`src/core/tap_pkg.sv`:
```
// Shared constants and types of the boundary-scan test port
package tap_pkg;
  // ----------------------------------------------------------------
  // Register sizes
  // ----------------------------------------------------------------
  localparam int CHAIN_LEN = 199;
  localparam int ID_LEN = 32;
  localparam int INSTRUCTION_REGISTER_LEN = 3;
  // ----------------------------------------------------------------
  // Instruction codes and capture values
  // ----------------------------------------------------------------
  localparam logic [2:0] OP_EXTEST = 3'h0;
  localparam logic [2:0] OP_SAMPLE = 3'h1;
  localparam logic [2:0] OP_CLAMP = 3'h2;
  localparam logic [2:0] OP_HIGHZ = 3'h3;
  localparam logic [2:0] OP_IDCODE = 3'h5;
  localparam logic [2:0] OP_BYPASS = 3'h7;
  localparam logic [2:0] IR_CAPTURE = 3'h1;
  localparam logic BYPASS_CAPTURE = 1'h0;
  // ----------------------------------------------------------------
  // Pin synchroniser layout: tck, tms, tdi, trst_n, debug select
  // ----------------------------------------------------------------
  localparam int SYNC_W = 5;
  localparam int S_TCK = 0;
  localparam int S_TMS = 1;
  localparam int S_TDI = 2;
  localparam int S_TRSTN = 3;
  localparam int S_DBG = 4;
  // Pulled-up pins idle high, the debug select idles low
  localparam logic [4:0] SYNC_RST = 5'h0f;
  // Buffer entry: bit 1 marks an instruction bit, bit 0 the data
  localparam int BUF_W = 2;
  localparam int BUF_DEPTH = 2;
  // ----------------------------------------------------------------
  // Controller states
  // ----------------------------------------------------------------
  typedef enum logic [15:0] {
    TLR = 16'h0001, RTI = 16'h0002, SEL_DR = 16'h0004, CAP_DR = 16'h0008,
    SH_DR = 16'h0010, EX1_DR = 16'h0020, PA_DR = 16'h0040, EX2_DR = 16'h0080,
    UPD_DR = 16'h0100, SEL_IR = 16'h0200, CAP_IR = 16'h0400, SH_IR = 16'h0800,
    EX1_IR = 16'h1000, PA_IR = 16'h2000, EX2_IR = 16'h4000, UPD_IR = 16'h8000
  } tap_state_t;
endpackage

```
`src/core/stream_if.sv`:
```
// Valid/ready stream between the controller and its sample buffer
`timescale 1ns/1ns
`default_nettype none
interface stream_if #(parameter int W = 2) ();
  logic valid;
  logic ready;
  logic [W-1:0] data;
  modport src (output valid, output data, input ready);
  modport snk (input valid, input data, output ready);
endinterface
`default_nettype wire

```
`src/core/scan_buf.sv`:
```
// Small FIFO between test-data sampling and register shifting
`timescale 1ns/1ns
`default_nettype none
module scan_buf #(
  parameter int W = 2,
  parameter int DEPTH = 2
) (
  input wire logic clk,
  input wire logic rst_n,
  stream_if.snk fill,
  stream_if.src drain
);
  localparam int AW = (DEPTH > 1) ? $clog2(DEPTH) : 1;
  localparam logic [AW:0] FULL_CNT = (AW+1)'(DEPTH);

  generate
    if (DEPTH < 2 || (DEPTH & (DEPTH - 1)) != 0) begin : g_chk
      $error("scan_buf: DEPTH must be a power of two of at least 2");
    end
  endgenerate

  logic [W-1:0] mem_r [DEPTH];
  logic [AW-1:0] wp_r;
  logic [AW-1:0] rp_r;
  logic [AW:0] cnt_r;
  logic push;
  logic pop;

  assign fill.ready = (cnt_r != FULL_CNT);
  assign drain.valid = (cnt_r != '0);
  assign drain.data = mem_r[rp_r];
  assign push = fill.valid && fill.ready;
  assign pop = drain.valid && drain.ready;

  always_ff @(posedge clk) begin
    if (push) begin
      mem_r[wp_r] <= fill.data;
    end
  end

  always_ff @(posedge clk) begin
    if (!rst_n) begin
      wp_r <= '0;
      rp_r <= '0;
      cnt_r <= '0;
    end else begin
      if (push) begin
        wp_r <= wp_r + AW'(1);
      end
      if (pop) begin
        rp_r <= rp_r + AW'(1);
      end
      if (push && !pop) begin
        cnt_r <= cnt_r + (AW+1)'(1);
      end else if (pop && !push) begin
        cnt_r <= cnt_r - (AW+1)'(1);
      end
    end
  end
endmodule
`default_nettype wire

```
`src/core/scan_tap.sv`:
```
// Boundary-scan test access port with instruction, id, bypass and pin-cell chain
`timescale 1ns/1ns
`default_nettype none
module scan_tap
  import tap_pkg::*;
#(
  parameter logic [31:0] ID_CODE = 32'h0000_0001  // Arbitrary neutral value
) (
  // Clock and reset
  input wire logic CLK_IN,
  input wire logic RESETN_IN,
  // Test port pins
  input wire logic TCK_IN,
  input wire logic TMS_IN,
  input wire logic TDI_IN,
  input wire logic TRSTN_IN,
  output logic TDO_OUT,
  output logic TDO_OEN_OUT,
  // Debug interface choice
  input wire logic DEBUG_MODE_SELECT_IN,
  output logic DEBUG_IF_SELECT_OUT,
  // Pin cells
  input wire logic [CHAIN_LEN-1:0] CELL_SAMPLE_IN,
  input wire logic [CHAIN_LEN-1:0] CELL_PULLUP_IN,
  input wire logic [CHAIN_LEN-1:0] CELL_OPEN_DRAIN_IN,
  output logic [CHAIN_LEN-1:0] CELL_LATCH_OUT,
  // System mode
  output logic [INSTRUCTION_REGISTER_LEN-1:0] INSTRUCTION_REGISTER_OUT,
  output logic EXTEST_DRIVE_OUT,
  output logic HIGHZ_OUT,
  output logic GUARD_OUT
);
  // ----------------------------------------------------------------
  // Pin synchronisers and edge detection
  // ----------------------------------------------------------------
  logic [SYNC_W-1:0] sync1_r, sync2_r;
  logic tck_d_r, tck_rise, tck_fall, tms_s, tdi_s, trst_s, dbg_s;
  // Idle levels match the pull-ups so an unused port stays quiet
  always_ff @(posedge CLK_IN) begin
    if (!RESETN_IN) begin
      sync1_r <= SYNC_RST;
      sync2_r <= SYNC_RST;
      tck_d_r <= SYNC_RST[S_TCK];
    end else begin
      sync1_r <= {DEBUG_MODE_SELECT_IN, TRSTN_IN, TDI_IN, TMS_IN, TCK_IN};
      sync2_r <= sync1_r;
      tck_d_r <= sync2_r[S_TCK];
    end
  end
  // Each test-clock phase must span a system clock to be seen
  assign tck_rise = sync2_r[S_TCK] && !tck_d_r;
  assign tck_fall = !sync2_r[S_TCK] && tck_d_r;
  assign tms_s = sync2_r[S_TMS];
  assign tdi_s = sync2_r[S_TDI];
  assign trst_s = sync2_r[S_TRSTN];
  assign dbg_s = sync2_r[S_DBG];
  // ----------------------------------------------------------------
  // Controller state machine
  // ----------------------------------------------------------------
  tap_state_t state_r, state_nxt;
  always_comb begin
    unique case (state_r)
      TLR: state_nxt = tms_s ? TLR : RTI;
      RTI: state_nxt = tms_s ? SEL_DR : RTI;
      SEL_DR: state_nxt = tms_s ? SEL_IR : CAP_DR;
      CAP_DR: state_nxt = tms_s ? EX1_DR : SH_DR;
      SH_DR: state_nxt = tms_s ? EX1_DR : SH_DR;
      EX1_DR: state_nxt = tms_s ? UPD_DR : PA_DR;
      PA_DR: state_nxt = tms_s ? EX2_DR : PA_DR;
      EX2_DR: state_nxt = tms_s ? UPD_DR : SH_DR;
      UPD_DR: state_nxt = tms_s ? SEL_DR : RTI;
      SEL_IR: state_nxt = tms_s ? TLR : CAP_IR;
      CAP_IR: state_nxt = tms_s ? EX1_IR : SH_IR;
      SH_IR: state_nxt = tms_s ? EX1_IR : SH_IR;
      EX1_IR: state_nxt = tms_s ? UPD_IR : PA_IR;
      PA_IR: state_nxt = tms_s ? EX2_IR : PA_IR;
      EX2_IR: state_nxt = tms_s ? UPD_IR : SH_IR;
      UPD_IR: state_nxt = tms_s ? SEL_DR : RTI;
      default: state_nxt = TLR;
    endcase
  end
  // Test reset and debug select act without any test-clock edge
  always_ff @(posedge CLK_IN) begin
    if (!RESETN_IN) begin
      state_r <= TLR;
    end else if (!trst_s || dbg_s) begin
      state_r <= TLR;
    end else if (tck_rise) begin
      state_r <= state_nxt;
    end
  end
  // ----------------------------------------------------------------
  // Sampling into the buffer at rise, draining at fall
  // ----------------------------------------------------------------
  stream_if #(.W(BUF_W)) fill_s ();
  stream_if #(.W(BUF_W)) drain_s ();
  logic pend_r, pop, pop_ir, pop_dr, pop_bit;
  logic [BUF_W-1:0] pend_data_r;
  // A sample waits here while the buffer is full
  always_ff @(posedge CLK_IN) begin
    if (!RESETN_IN) begin
      pend_r <= 1'b0;
      pend_data_r <= '0;
    end else if (tck_rise && (state_r == SH_DR || state_r == SH_IR)) begin
      pend_r <= 1'b1;
      pend_data_r <= {state_r == SH_IR, tdi_s};
    end else if (fill_s.ready) begin
      pend_r <= 1'b0;
    end
  end
  assign fill_s.valid = pend_r;
  assign fill_s.data = pend_data_r;
  assign drain_s.ready = tck_fall;
  assign pop = drain_s.valid && drain_s.ready;
  assign pop_ir = pop && drain_s.data[1];
  assign pop_dr = pop && !drain_s.data[1];
  assign pop_bit = drain_s.data[0];
  scan_buf #(.W(BUF_W), .DEPTH(BUF_DEPTH)) u_buf (
    .clk(CLK_IN),
    .rst_n(RESETN_IN),
    .fill(fill_s),
    .drain(drain_s)
  );
  // ----------------------------------------------------------------
  // Instruction register
  // ----------------------------------------------------------------
  logic [INSTRUCTION_REGISTER_LEN-1:0] ir_sh_r, instruction_register_r;
  logic sel_id, sel_chain, sel_byp;
  always_ff @(posedge CLK_IN) begin
    if (!RESETN_IN) begin
      ir_sh_r <= IR_CAPTURE;
    end else if (tck_rise && state_r == CAP_IR) begin
      ir_sh_r <= IR_CAPTURE;
    end else if (pop_ir) begin
      ir_sh_r <= {pop_bit, ir_sh_r[INSTRUCTION_REGISTER_LEN-1:1]};
    end
  end
  always_ff @(posedge CLK_IN) begin
    if (!RESETN_IN || state_r == TLR) begin
      instruction_register_r <= OP_IDCODE;
    end else if (tck_rise && state_r == UPD_IR) begin
      instruction_register_r <= ir_sh_r;
    end
  end
  assign sel_id = (instruction_register_r == OP_IDCODE);
  assign sel_chain = (instruction_register_r == OP_EXTEST || instruction_register_r == OP_SAMPLE);
  assign sel_byp = !sel_id && !sel_chain;
  // ----------------------------------------------------------------
  // Identification, bypass and pin-cell chain
  // ----------------------------------------------------------------
  logic [ID_LEN-1:0] id_sh_r;
  logic byp_r, dr_cap;
  logic [CHAIN_LEN-1:0] chain_r, latch_r, out_cell, cap_val;
  assign dr_cap = tck_rise && state_r == CAP_DR;
  // The output cell sits just below its control cell
  assign out_cell = {CELL_SAMPLE_IN[CHAIN_LEN-2:0], 1'b0};
  assign cap_val = (CELL_OPEN_DRAIN_IN & ~out_cell)
                 | (~CELL_OPEN_DRAIN_IN & (CELL_SAMPLE_IN | CELL_PULLUP_IN));
  // Serial input never reaches the code itself, only its shift copy
  always_ff @(posedge CLK_IN) begin
    if (!RESETN_IN || (dr_cap && sel_id)) begin
      id_sh_r <= ID_CODE;
    end else if (pop_dr && sel_id) begin
      id_sh_r <= {pop_bit, id_sh_r[ID_LEN-1:1]};
    end
  end
  always_ff @(posedge CLK_IN) begin
    if (!RESETN_IN || (dr_cap && sel_byp)) begin
      byp_r <= BYPASS_CAPTURE;
    end else if (pop_dr && sel_byp) begin
      byp_r <= pop_bit;
    end
  end
  // Clamp and high-z leave the chain untouched
  always_ff @(posedge CLK_IN) begin
    if (!RESETN_IN) begin
      chain_r <= '0;
    end else if (dr_cap && sel_chain) begin
      chain_r <= cap_val;
    end else if (pop_dr && sel_chain) begin
      chain_r <= {pop_bit, chain_r[CHAIN_LEN-1:1]};
    end
  end
  always_ff @(posedge CLK_IN) begin
    if (!RESETN_IN) begin
      latch_r <= '0;
    end else if (tck_rise && state_r == UPD_DR && sel_chain) begin
      latch_r <= chain_r;
    end
  end
  // ----------------------------------------------------------------
  // Serial output and system mode
  // ----------------------------------------------------------------
  logic tdo_r, tdo_nxt, ir_side, guard_r, drive_r, highz_r;
  assign ir_side = (state_r == CAP_IR || state_r == SH_IR || state_r == EX1_IR);
  always_comb begin
    if (ir_side) begin
      tdo_nxt = pop_ir ? ir_sh_r[1] : ir_sh_r[0];
    end else if (sel_id) begin
      tdo_nxt = pop_dr ? id_sh_r[1] : id_sh_r[0];
    end else if (sel_chain) begin
      tdo_nxt = pop_dr ? chain_r[1] : chain_r[0];
    end else begin
      tdo_nxt = pop_dr ? pop_bit : byp_r;
    end
  end
  always_ff @(posedge CLK_IN) begin
    if (!RESETN_IN) begin
      tdo_r <= 1'b0;
    end else if (tck_fall) begin
      tdo_r <= tdo_nxt;
    end
  end
  // Guard lifts only when a normal instruction takes over
  always_ff @(posedge CLK_IN) begin
    if (!RESETN_IN) begin
      guard_r <= 1'b0;
      drive_r <= 1'b0;
      highz_r <= 1'b0;
    end else begin
      guard_r <= (instruction_register_r == OP_EXTEST || instruction_register_r == OP_CLAMP || instruction_register_r == OP_HIGHZ);
      drive_r <= (instruction_register_r == OP_EXTEST || instruction_register_r == OP_CLAMP);
      highz_r <= (instruction_register_r == OP_HIGHZ);
    end
  end

  assign TDO_OUT = tdo_r;
  assign TDO_OEN_OUT = !(state_r == SH_DR || state_r == SH_IR);
  assign DEBUG_IF_SELECT_OUT = dbg_s;
  assign CELL_LATCH_OUT = latch_r;
  assign INSTRUCTION_REGISTER_OUT = instruction_register_r;
  assign EXTEST_DRIVE_OUT = drive_r;
  assign HIGHZ_OUT = highz_r;
  assign GUARD_OUT = guard_r;
endmodule
`default_nettype wire

```
`config.mk`:
```
export PLATFORM = sky130hd
export DESIGN_NAME = scan_tap
export DESIGN_NICKNAME = d
export VERILOG_FILES = /design/src/core/tap_pkg.sv /design/src/core/stream_if.sv /design/src/core/scan_buf.sv /design/src/core/scan_tap.sv
export SDC_FILE = /design/constraint.sdc
export NUM_CORES = 1
export LEC_CHECK = 0
export BUFFER_PORTS_ARGS = -buffer_cell sky130_fd_sc_hd__buf_2
export CAP_MARGIN = 30
export CORE_AREA = 10 10 309 311
export DETAILED_ROUTE_END_ITERATION = 16
export DIE_AREA = 0 0 319 321
export GPL_ROUTABILITY_DRIVEN = 0
export PLACE_DENSITY = 0.48
export SETUP_SLACK_MARGIN = 0.02
export SLEW_MARGIN = 5
export SYNTH_ARGS = -nofsm -noshare
export SYNTH_HDL_FRONTEND = slang
export SYNTH_SLANG_ARGS = --single-unit
```
`constraint.sdc`:
```
create_clock -name CLK_IN -period 5.3 [get_ports CLK_IN]
set_input_delay 0.265 -clock CLK_IN [delete_from_list [all_inputs] [get_ports CLK_IN]]
set_output_delay 0.265 -clock CLK_IN [all_outputs]
set_load 0.005 [all_outputs]
```
### After elaboration in Yosys (flattened, before gate mapping)

Memory sizes are Yosys's and may differ from the RTL's. A register that Yosys moved wholly into a read port is not among the register bits.
Cells that the tools add are included.

| storage, ports and cells | value |
|---|---|
| register bits | 475 |
| output and inout port bits | 208 |
| memory bits (writable) | 4 |
| ROM bits | 0 |
| bits in latches | 0 |
| word-level logic and storage cells | 133 |
| memories | 1 |
| bits of input ports | 604 |

Memories:

| memory | words | width | read ports | clocked after memory_dff | write ports | line | source |
|---|---|---|---|---|---|---|---|
| u_buf.mem_r | 2 | 2 | 1 | 1 | 1 | scan_buf.sv:22 | `logic [W-1:0] mem_r [DEPTH];` |

| operators by class | value |
|---|---|
| multiplexer cells | 30 |
| order comparisons | 0 |
| $add $sub $neg | 4 |
| eq/ne operators | 21 |
| bitwise logic cells | 7 |
| shift operators | 0 |
| reductions and logical operators | 51 |
| divide/modulo/power cells | 0 |
| $mul | 0 |

Operators with widths:

| kind | count |
|---|---|
| $and 199x199->199 | 2 |
| $mux 199 | 2 |
| $not 199->199 | 2 |
| $or 199x199->199 | 2 |
| $pmux 16 s12 | 1 |
| $mux 16 | 2 |
| $logic_and 1x1->1 | 21 |
| $mux 9 | 2 |
| $eq 16x1->1 const B | 1 |
| $eq 16x10->1 const B | 1 |
| $eq 16x11->1 const B | 1 |
| $eq 16x12->1 const B | 1 |
| $eq 16x13->1 const B | 1 |
| $eq 16x14->1 const B | 1 |
| $eq 16x15->1 const B | 1 |
| $eq 16x16->1 const B | 1 |
| $eq 16x2->1 const B | 1 |
| $eq 16x3->1 const B | 1 |
| $eq 16x4->1 const B | 1 |
| $eq 16x5->1 const B | 1 |
| $eq 16x6->1 const B | 1 |
| $eq 16x7->1 const B | 1 |
| $eq 16x8->1 const B | 1 |
| $eq 16x9->1 const B | 1 |
| 23 further kinds | 63 |

### Longest topological paths before layout

| depth | value |
|---|---|
| depth after elaboration | 8 |
| gate-level depth with buffers | 9 |
| mapped depth without buffers | 7 |

### By module

From an unflattened synthesis, not the netlist that was laid out.

| second synthesis, totals | value |
|---|---|
| cells, all modules | 2585 |
| area total of the unflattened synthesis | 20935.1 µm² |

By module, submodules not included:

| module | area each (µm²) | cells each | times used |
|---|---|---|---|
| scan_tap | 20557.2 | 2555 | 1 |
| scan_buf | 377.9 | 30 | 1 |

### Least setup slack after synthesis

OpenSTA, ideal clock, no wires.

| timing path | value |
|---|---|
| path kind | flip-flop to flip-flop |
| from | register state_r[15] |
| to | register latch_r[188], in the netlist CELL_LATCH_OUT[188] |
| required time | 5.184 ns |
| clock period less this slack | 2.078 ns |
| setup slack | 3.222 ns |
| cell stages (with the launch flop) | 10 |
| arrival | 1.961 ns |
| path through | dfxtp_1 -> buf_2 -> nor4_4 -> nand4_1 -> or4_1 -> buf_2 -> buf_6 -> buf_2 -> nand2_1 -> a21boi_1 |

| between the ends | value |
|---|---|
| longest elaborated chain between the ends | 3 |

RTL lines:

| what | line | source |
|---|---|---|
| start, declared | scan_tap.sv:60 | `tap_state_t state_r, state_nxt;` |
| start signal, assigned | scan_tap.sv:89 | `state_r <= state_nxt;` |
| $eq 16x9->1 | scan_tap.sv:187 | `end else if (tck_rise && state_r == UPD_DR && sel_chain) begin` |
| $logic_and 1x1->1 (2 in series) | scan_tap.sv:187 |  |
| end signal, assigned | scan_tap.sv:188 | `latch_r <= chain_r;` |
| end, declared | scan_tap.sv:153 | `logic [CHAIN_LEN-1:0] chain_r, latch_r, out_cell, cap_val;` |

No other way between the ends.
A chain may end at the register's enable or synchronous reset.

### Worst setup path in the final report

| timing path | value |
|---|---|
| from | register tck_d_r |
| to | register chain_r[0] |

| between the ends | value |
|---|---|
| longest elaborated chain between the ends | 5 |
| elaborated cells between the ends (all ways) | 10 |
| classes of those cells | 1 x mux; 9 x reduce/logical |

RTL lines:

| what | line | source |
|---|---|---|
| start, declared | scan_tap.sv:37 | `logic tck_d_r, tck_rise, tck_fall, tms_s, tdi_s, trst_s, dbg_s;` |
| start signal, assigned | scan_tap.sv:43 | `tck_d_r <= SYNC_RST[S_TCK];` |
| start signal, assigned | scan_tap.sv:47 | `tck_d_r <= sync2_r[S_TCK];` |
| $logic_not 1->1 / $logic_and 1x1->1 (equally long branches) | scan_tap.sv:51, scan_tap.sv:52 |  |
| $logic_and 1x1->1 (on tied branches) | scan_tap.sv:51, scan_tap.sv:114 |  |
| $logic_and 1x1->1 (on tied branches) | scan_tap.sv:154, scan_tap.sv:116 |  |
| $logic_and 1x1->1 (on tied branches) | scan_tap.sv:178, scan_tap.sv:180 |  |
| $mux 199 / $reduce_bool 2->1 (equally long branches) | -- |  |
| end signal, assigned | scan_tap.sv:179 | `chain_r <= cap_val;` |
| end signal, assigned | scan_tap.sv:181 | `chain_r <= {pop_bit, chain_r[CHAIN_LEN-1:1]};` |
| end, declared | scan_tap.sv:153 |  |

Parallel ways exist; a longest one is shown, timed or not.

==> metrics.txt <==
minimum setup slack among reg-to-reg paths=1.93 ns; arrival time at the worst endpoint=3.84 ns; total power density per cell area=295 mW/mm^2; Initial Util=23.3%; maximum number of pins on one net before global-route repair=170; post-synthesis net count=3176; required time of the critical path=5.77 ns; share of synthesized registers carrying an async set or reset=0%; number of buffers inserted by port buffering=811; Crit path buffers/inverters=2; area of the multi-input gates=0.00951 mm^2; commonest non-fill, non-tap cell in the layout=sky130_fd_sc_hd__buf_2; instance count of the mapped netlist=2571; Placed Instance Area=0.0257 mm^2; measured slew at the worst slew-check pin=0.996 ns; reported leakage power=10.8 nW; Die W=319 um; vias=21340; wire length of the first global-routing pass=140000 um; run status=complete, no violations; clock transition at the registers of the reported paths=0.06 ns; most instantiated flip-flop cell in the synthesis netlist=sky130_fd_sc_hd__dfxtp_1; area of all sequential standard cells=0.00965 mm^2; destination of the worst hold path=sync1_r[0]; CP Cell Sequence=nand2b_1, nor3b_1, nand3_4, buf_12, nor4_1, dlygate4sd3_1, a211oi_1; drt initial violations=1457; Avg Cell Area, Syn=8.08 um^2; gr ovfl total=0; Syn Std Cell Area=0.0208 mm^2; count of endpoints failing hold in the final timing report=0; worst setup path class=flip-flop to flip-flop; layout-stage area growth over the synthesis result=33.7%; max-slew violation total from the final report=0; routed via count divided by cell count=4.72; launch instance of the worst min-delay path=RESETN_IN; number of top-level pins=812; startpoint types=flip-flop; #FFs+latches synth=480; R2R Path Start=tck_d_r; clock buffers created by TritonCTS=55; Max Cap Violations=0; total half-perimeter wirelength after legalization and detailed placement=74000 um; peak fanout along the critical path=86; distinct cell type count after synthesis=54; area of the die=0.102 mm^2; worst-path cell with the longest stage delay=sky130_fd_sc_hd__nor3b_1; CP top delay family=simple AND/OR/NAND/NOR gates; dominant cell type by area after synthesis=sky130_fd_sc_hd__dfxtp_1; Setup crit end kind=flip-flop; final cell area excluding filler cells=0.0278 mm^2; number of design rule violations left after detail routing=0; WL final=95900 um; average detailed-routed wire length per instance=21.2 um; leading cell types in the layout, fill and taps excluded=sky130_fd_sc_hd__buf_2, sky130_fd_sc_hd__nand2_1, sky130_fd_sc_hd__dfxtp_1; setup_tns=0 ns; num rows=110; Clock Skew=0.0218 ns; Rel. slew slack=33.6%; number of filler instances in the final layout=9727; H-Tree Level Count=2; Post-synth EDFFs=4; final worst-path cycle share=63.6%; area share of the largest cell type after synthesis=45.9%; total iterations of the first detailed-routing run=5; Worst Reg-to-Reg Cells=7; endpoints failing setup=0; Tot GR Track Use=17.6%; share of post-route cells with drive strength above 1=28.2%; Yosys Warn Count=0; sequential element share of the synthesized area=46.5%; antenna violations before repair=63; top cells by area in the synthesized netlist=sky130_fd_sc_hd__dfxtp_1, sky130_fd_sc_hd__a21oi_1, sky130_fd_sc_hd__nand2_1, sky130_fd_sc_hd__o221ai_1, sky130_fd_sc_hd__nor3_1; Final min period=3.37 ns; clock latency at the later pin of the worst-skew pair=0.61 ns; highest clock frequency the design can meet=297 MHz; Die Y-Extent=321 um; class of the tightest hold or removal check=input pin to flip-flop; number of nets in the layout=3890; unrepaired setup endpoints after global routing=no; total core area=0.0893 mm^2; peak ir drop on the vdd network=0.192 mV; Crit path largest cell delay=0.69 ns; CTS tree=built; Max Buffers Root-to-Sink=3; Antenna Violating Nets Remaining=0; worst reg2reg path endpoint=chain_r[0]; number of clock sinks=480; Hold Path Stages=2; Clock Root Buffer=sky130_fd_sc_hd__clkbuf_16; via count of the first global-routing pass=21378
-- routing by layer --
metal / global-route usage (%) / wire length [um] / share of wire (%)
met3: 5.14 / 7100 / 7.4
met1: 21.0 / 39400 / 41
met5: 0 / 265 / 0.28
met2: 30.7 / 46300 / 48
met4: 4.80 / 2900 / 3.0
-- where the power goes --
part	switching [mW]	internal, mW
clock network	1.64	2.34
registers	0.00287	3.62
logic	0.298	0.279
total	1.94	6.24
-- state kept, by name, indices dropped and copies added (netlist names), named ones only --
signal	flops
CELL_LATCH_OUT	199
chain_r	199
id_sh_r	32
state_r	16
sync1_r	5
sync2_r	5
u_buf.mem_r	4
INSTRUCTION_REGISTER_OUT	3
ir_sh_r	3
fill_s.data	2
u_buf.cnt_r	2
EXTEST_DRIVE_OUT	1
GUARD_OUT	1
HIGHZ_OUT	1
TDO_OUT	1
byp_r	1
fill_s.valid	1
tck_d_r	1
u_buf.rp_r	1
u_buf.wp_r	1
-- worst max path at each step --
stage,start,endpoint,slack [ns],depth (start not counted)
after floorplan,state_r[15],CELL_LATCH_OUT[188],3.22,9
after detailed placement,tck_d_r,chain_r[112],2.34,6
final,tck_d_r,chain_r[0],1.93,7
after global placement,tck_d_r,chain_r[2],2.32,6
after CTS,tck_d_r,chain_r[0],1.87,7
after global routing,sync2_r[0],chain_r[0],1.60,7
-- cells in the mapped netlist (3+ instances only) --
cell,count
sky130_fd_sc_hd__nand2_1,483
sky130_fd_sc_hd__dfxtp_1,476
sky130_fd_sc_hd__a21oi_1,439
sky130_fd_sc_hd__inv_1,205
sky130_fd_sc_hd__nor3_1,205
sky130_fd_sc_hd__o221ai_1,199
sky130_fd_sc_hd__a21boi_1,110
sky130_fd_sc_hd__clkbuf_1,110
sky130_fd_sc_hd__a21boi_0,94
sky130_fd_sc_hd__buf_2,56
sky130_fd_sc_hd__nor2_1,28
sky130_fd_sc_hd__nand2b_1,17
sky130_fd_sc_hd__buf_6,13
sky130_fd_sc_hd__mux2i_1,10
sky130_fd_sc_hd__nand3_1,10
sky130_fd_sc_hd__nand4_1,10
sky130_fd_sc_hd__and2_1,9
sky130_fd_sc_hd__o21ai_0,9
sky130_fd_sc_hd__nand3b_1,7
sky130_fd_sc_hd__or3_1,7
sky130_fd_sc_hd__xor2_1,6
sky130_fd_sc_hd__nor2b_1,5
sky130_fd_sc_hd__nor4_1,5
sky130_fd_sc_hd__xnor2_1,5
sky130_fd_sc_hd__a22oi_1,4
sky130_fd_sc_hd__buf_4,4
sky130_fd_sc_hd__edfxtp_1,4
sky130_fd_sc_hd__a211oi_1,3
sky130_fd_sc_hd__and3b_1,3
sky130_fd_sc_hd__nor3b_1,3
sky130_fd_sc_hd__o22ai_1,3
-- metrics by stage --
stage	util [%]	hold WS, ns	worst slack, ns	total power, mW	instances
finish	31.1	0.0452	1.93	8.18	4520
global route	31.1	0.0325	1.60	8.50	4515
CTS	31.0	0.000133	1.87	8.31	4505
detailed placement	28.8	0.405	2.34	4.27	4392
global placement	28.8	0.387	2.32	4.27	4392
floorplan	-	0.366	3.22	3.90	2571
-- cell type report --
type / instances / area share (%)
Antenna cell: 13 / 0.117
Clock buffer: 78 / 5.89
Tap cell: 1176 / 5.30
Timing Repair Buffer: 841 / 16.0
Inverter: 205 / 2.77
Clock inverter: 25 / 0.906
Sequential cell: 480 / 34.8
Multi-Input combinational cell: 1702 / 34.3
-- cells by family (layout without fill, tap and decap cells) --
logic type	count (synthesis)	after routing	synth area share [%]
AO/OA/AOI/OAI	874	874	27.4
AND/OR/NAND/NOR	805	805	17.2
flip-flops	480	480	46.5
buffers and inverters	389	1149	7.91
XOR/XNOR	11	11	0.464
multiplexers	11	11	0.536
adder cells (fa/ha/maj)	1	1	0.0602
other	0	13	0
-- what timing repair did --
item                      CTS  global route
hold endpoints to repair    8             0
hold buffers               10             0
resized for setup           0             0
setup buffers               0             0
Power figures use the tool's default switching activity.
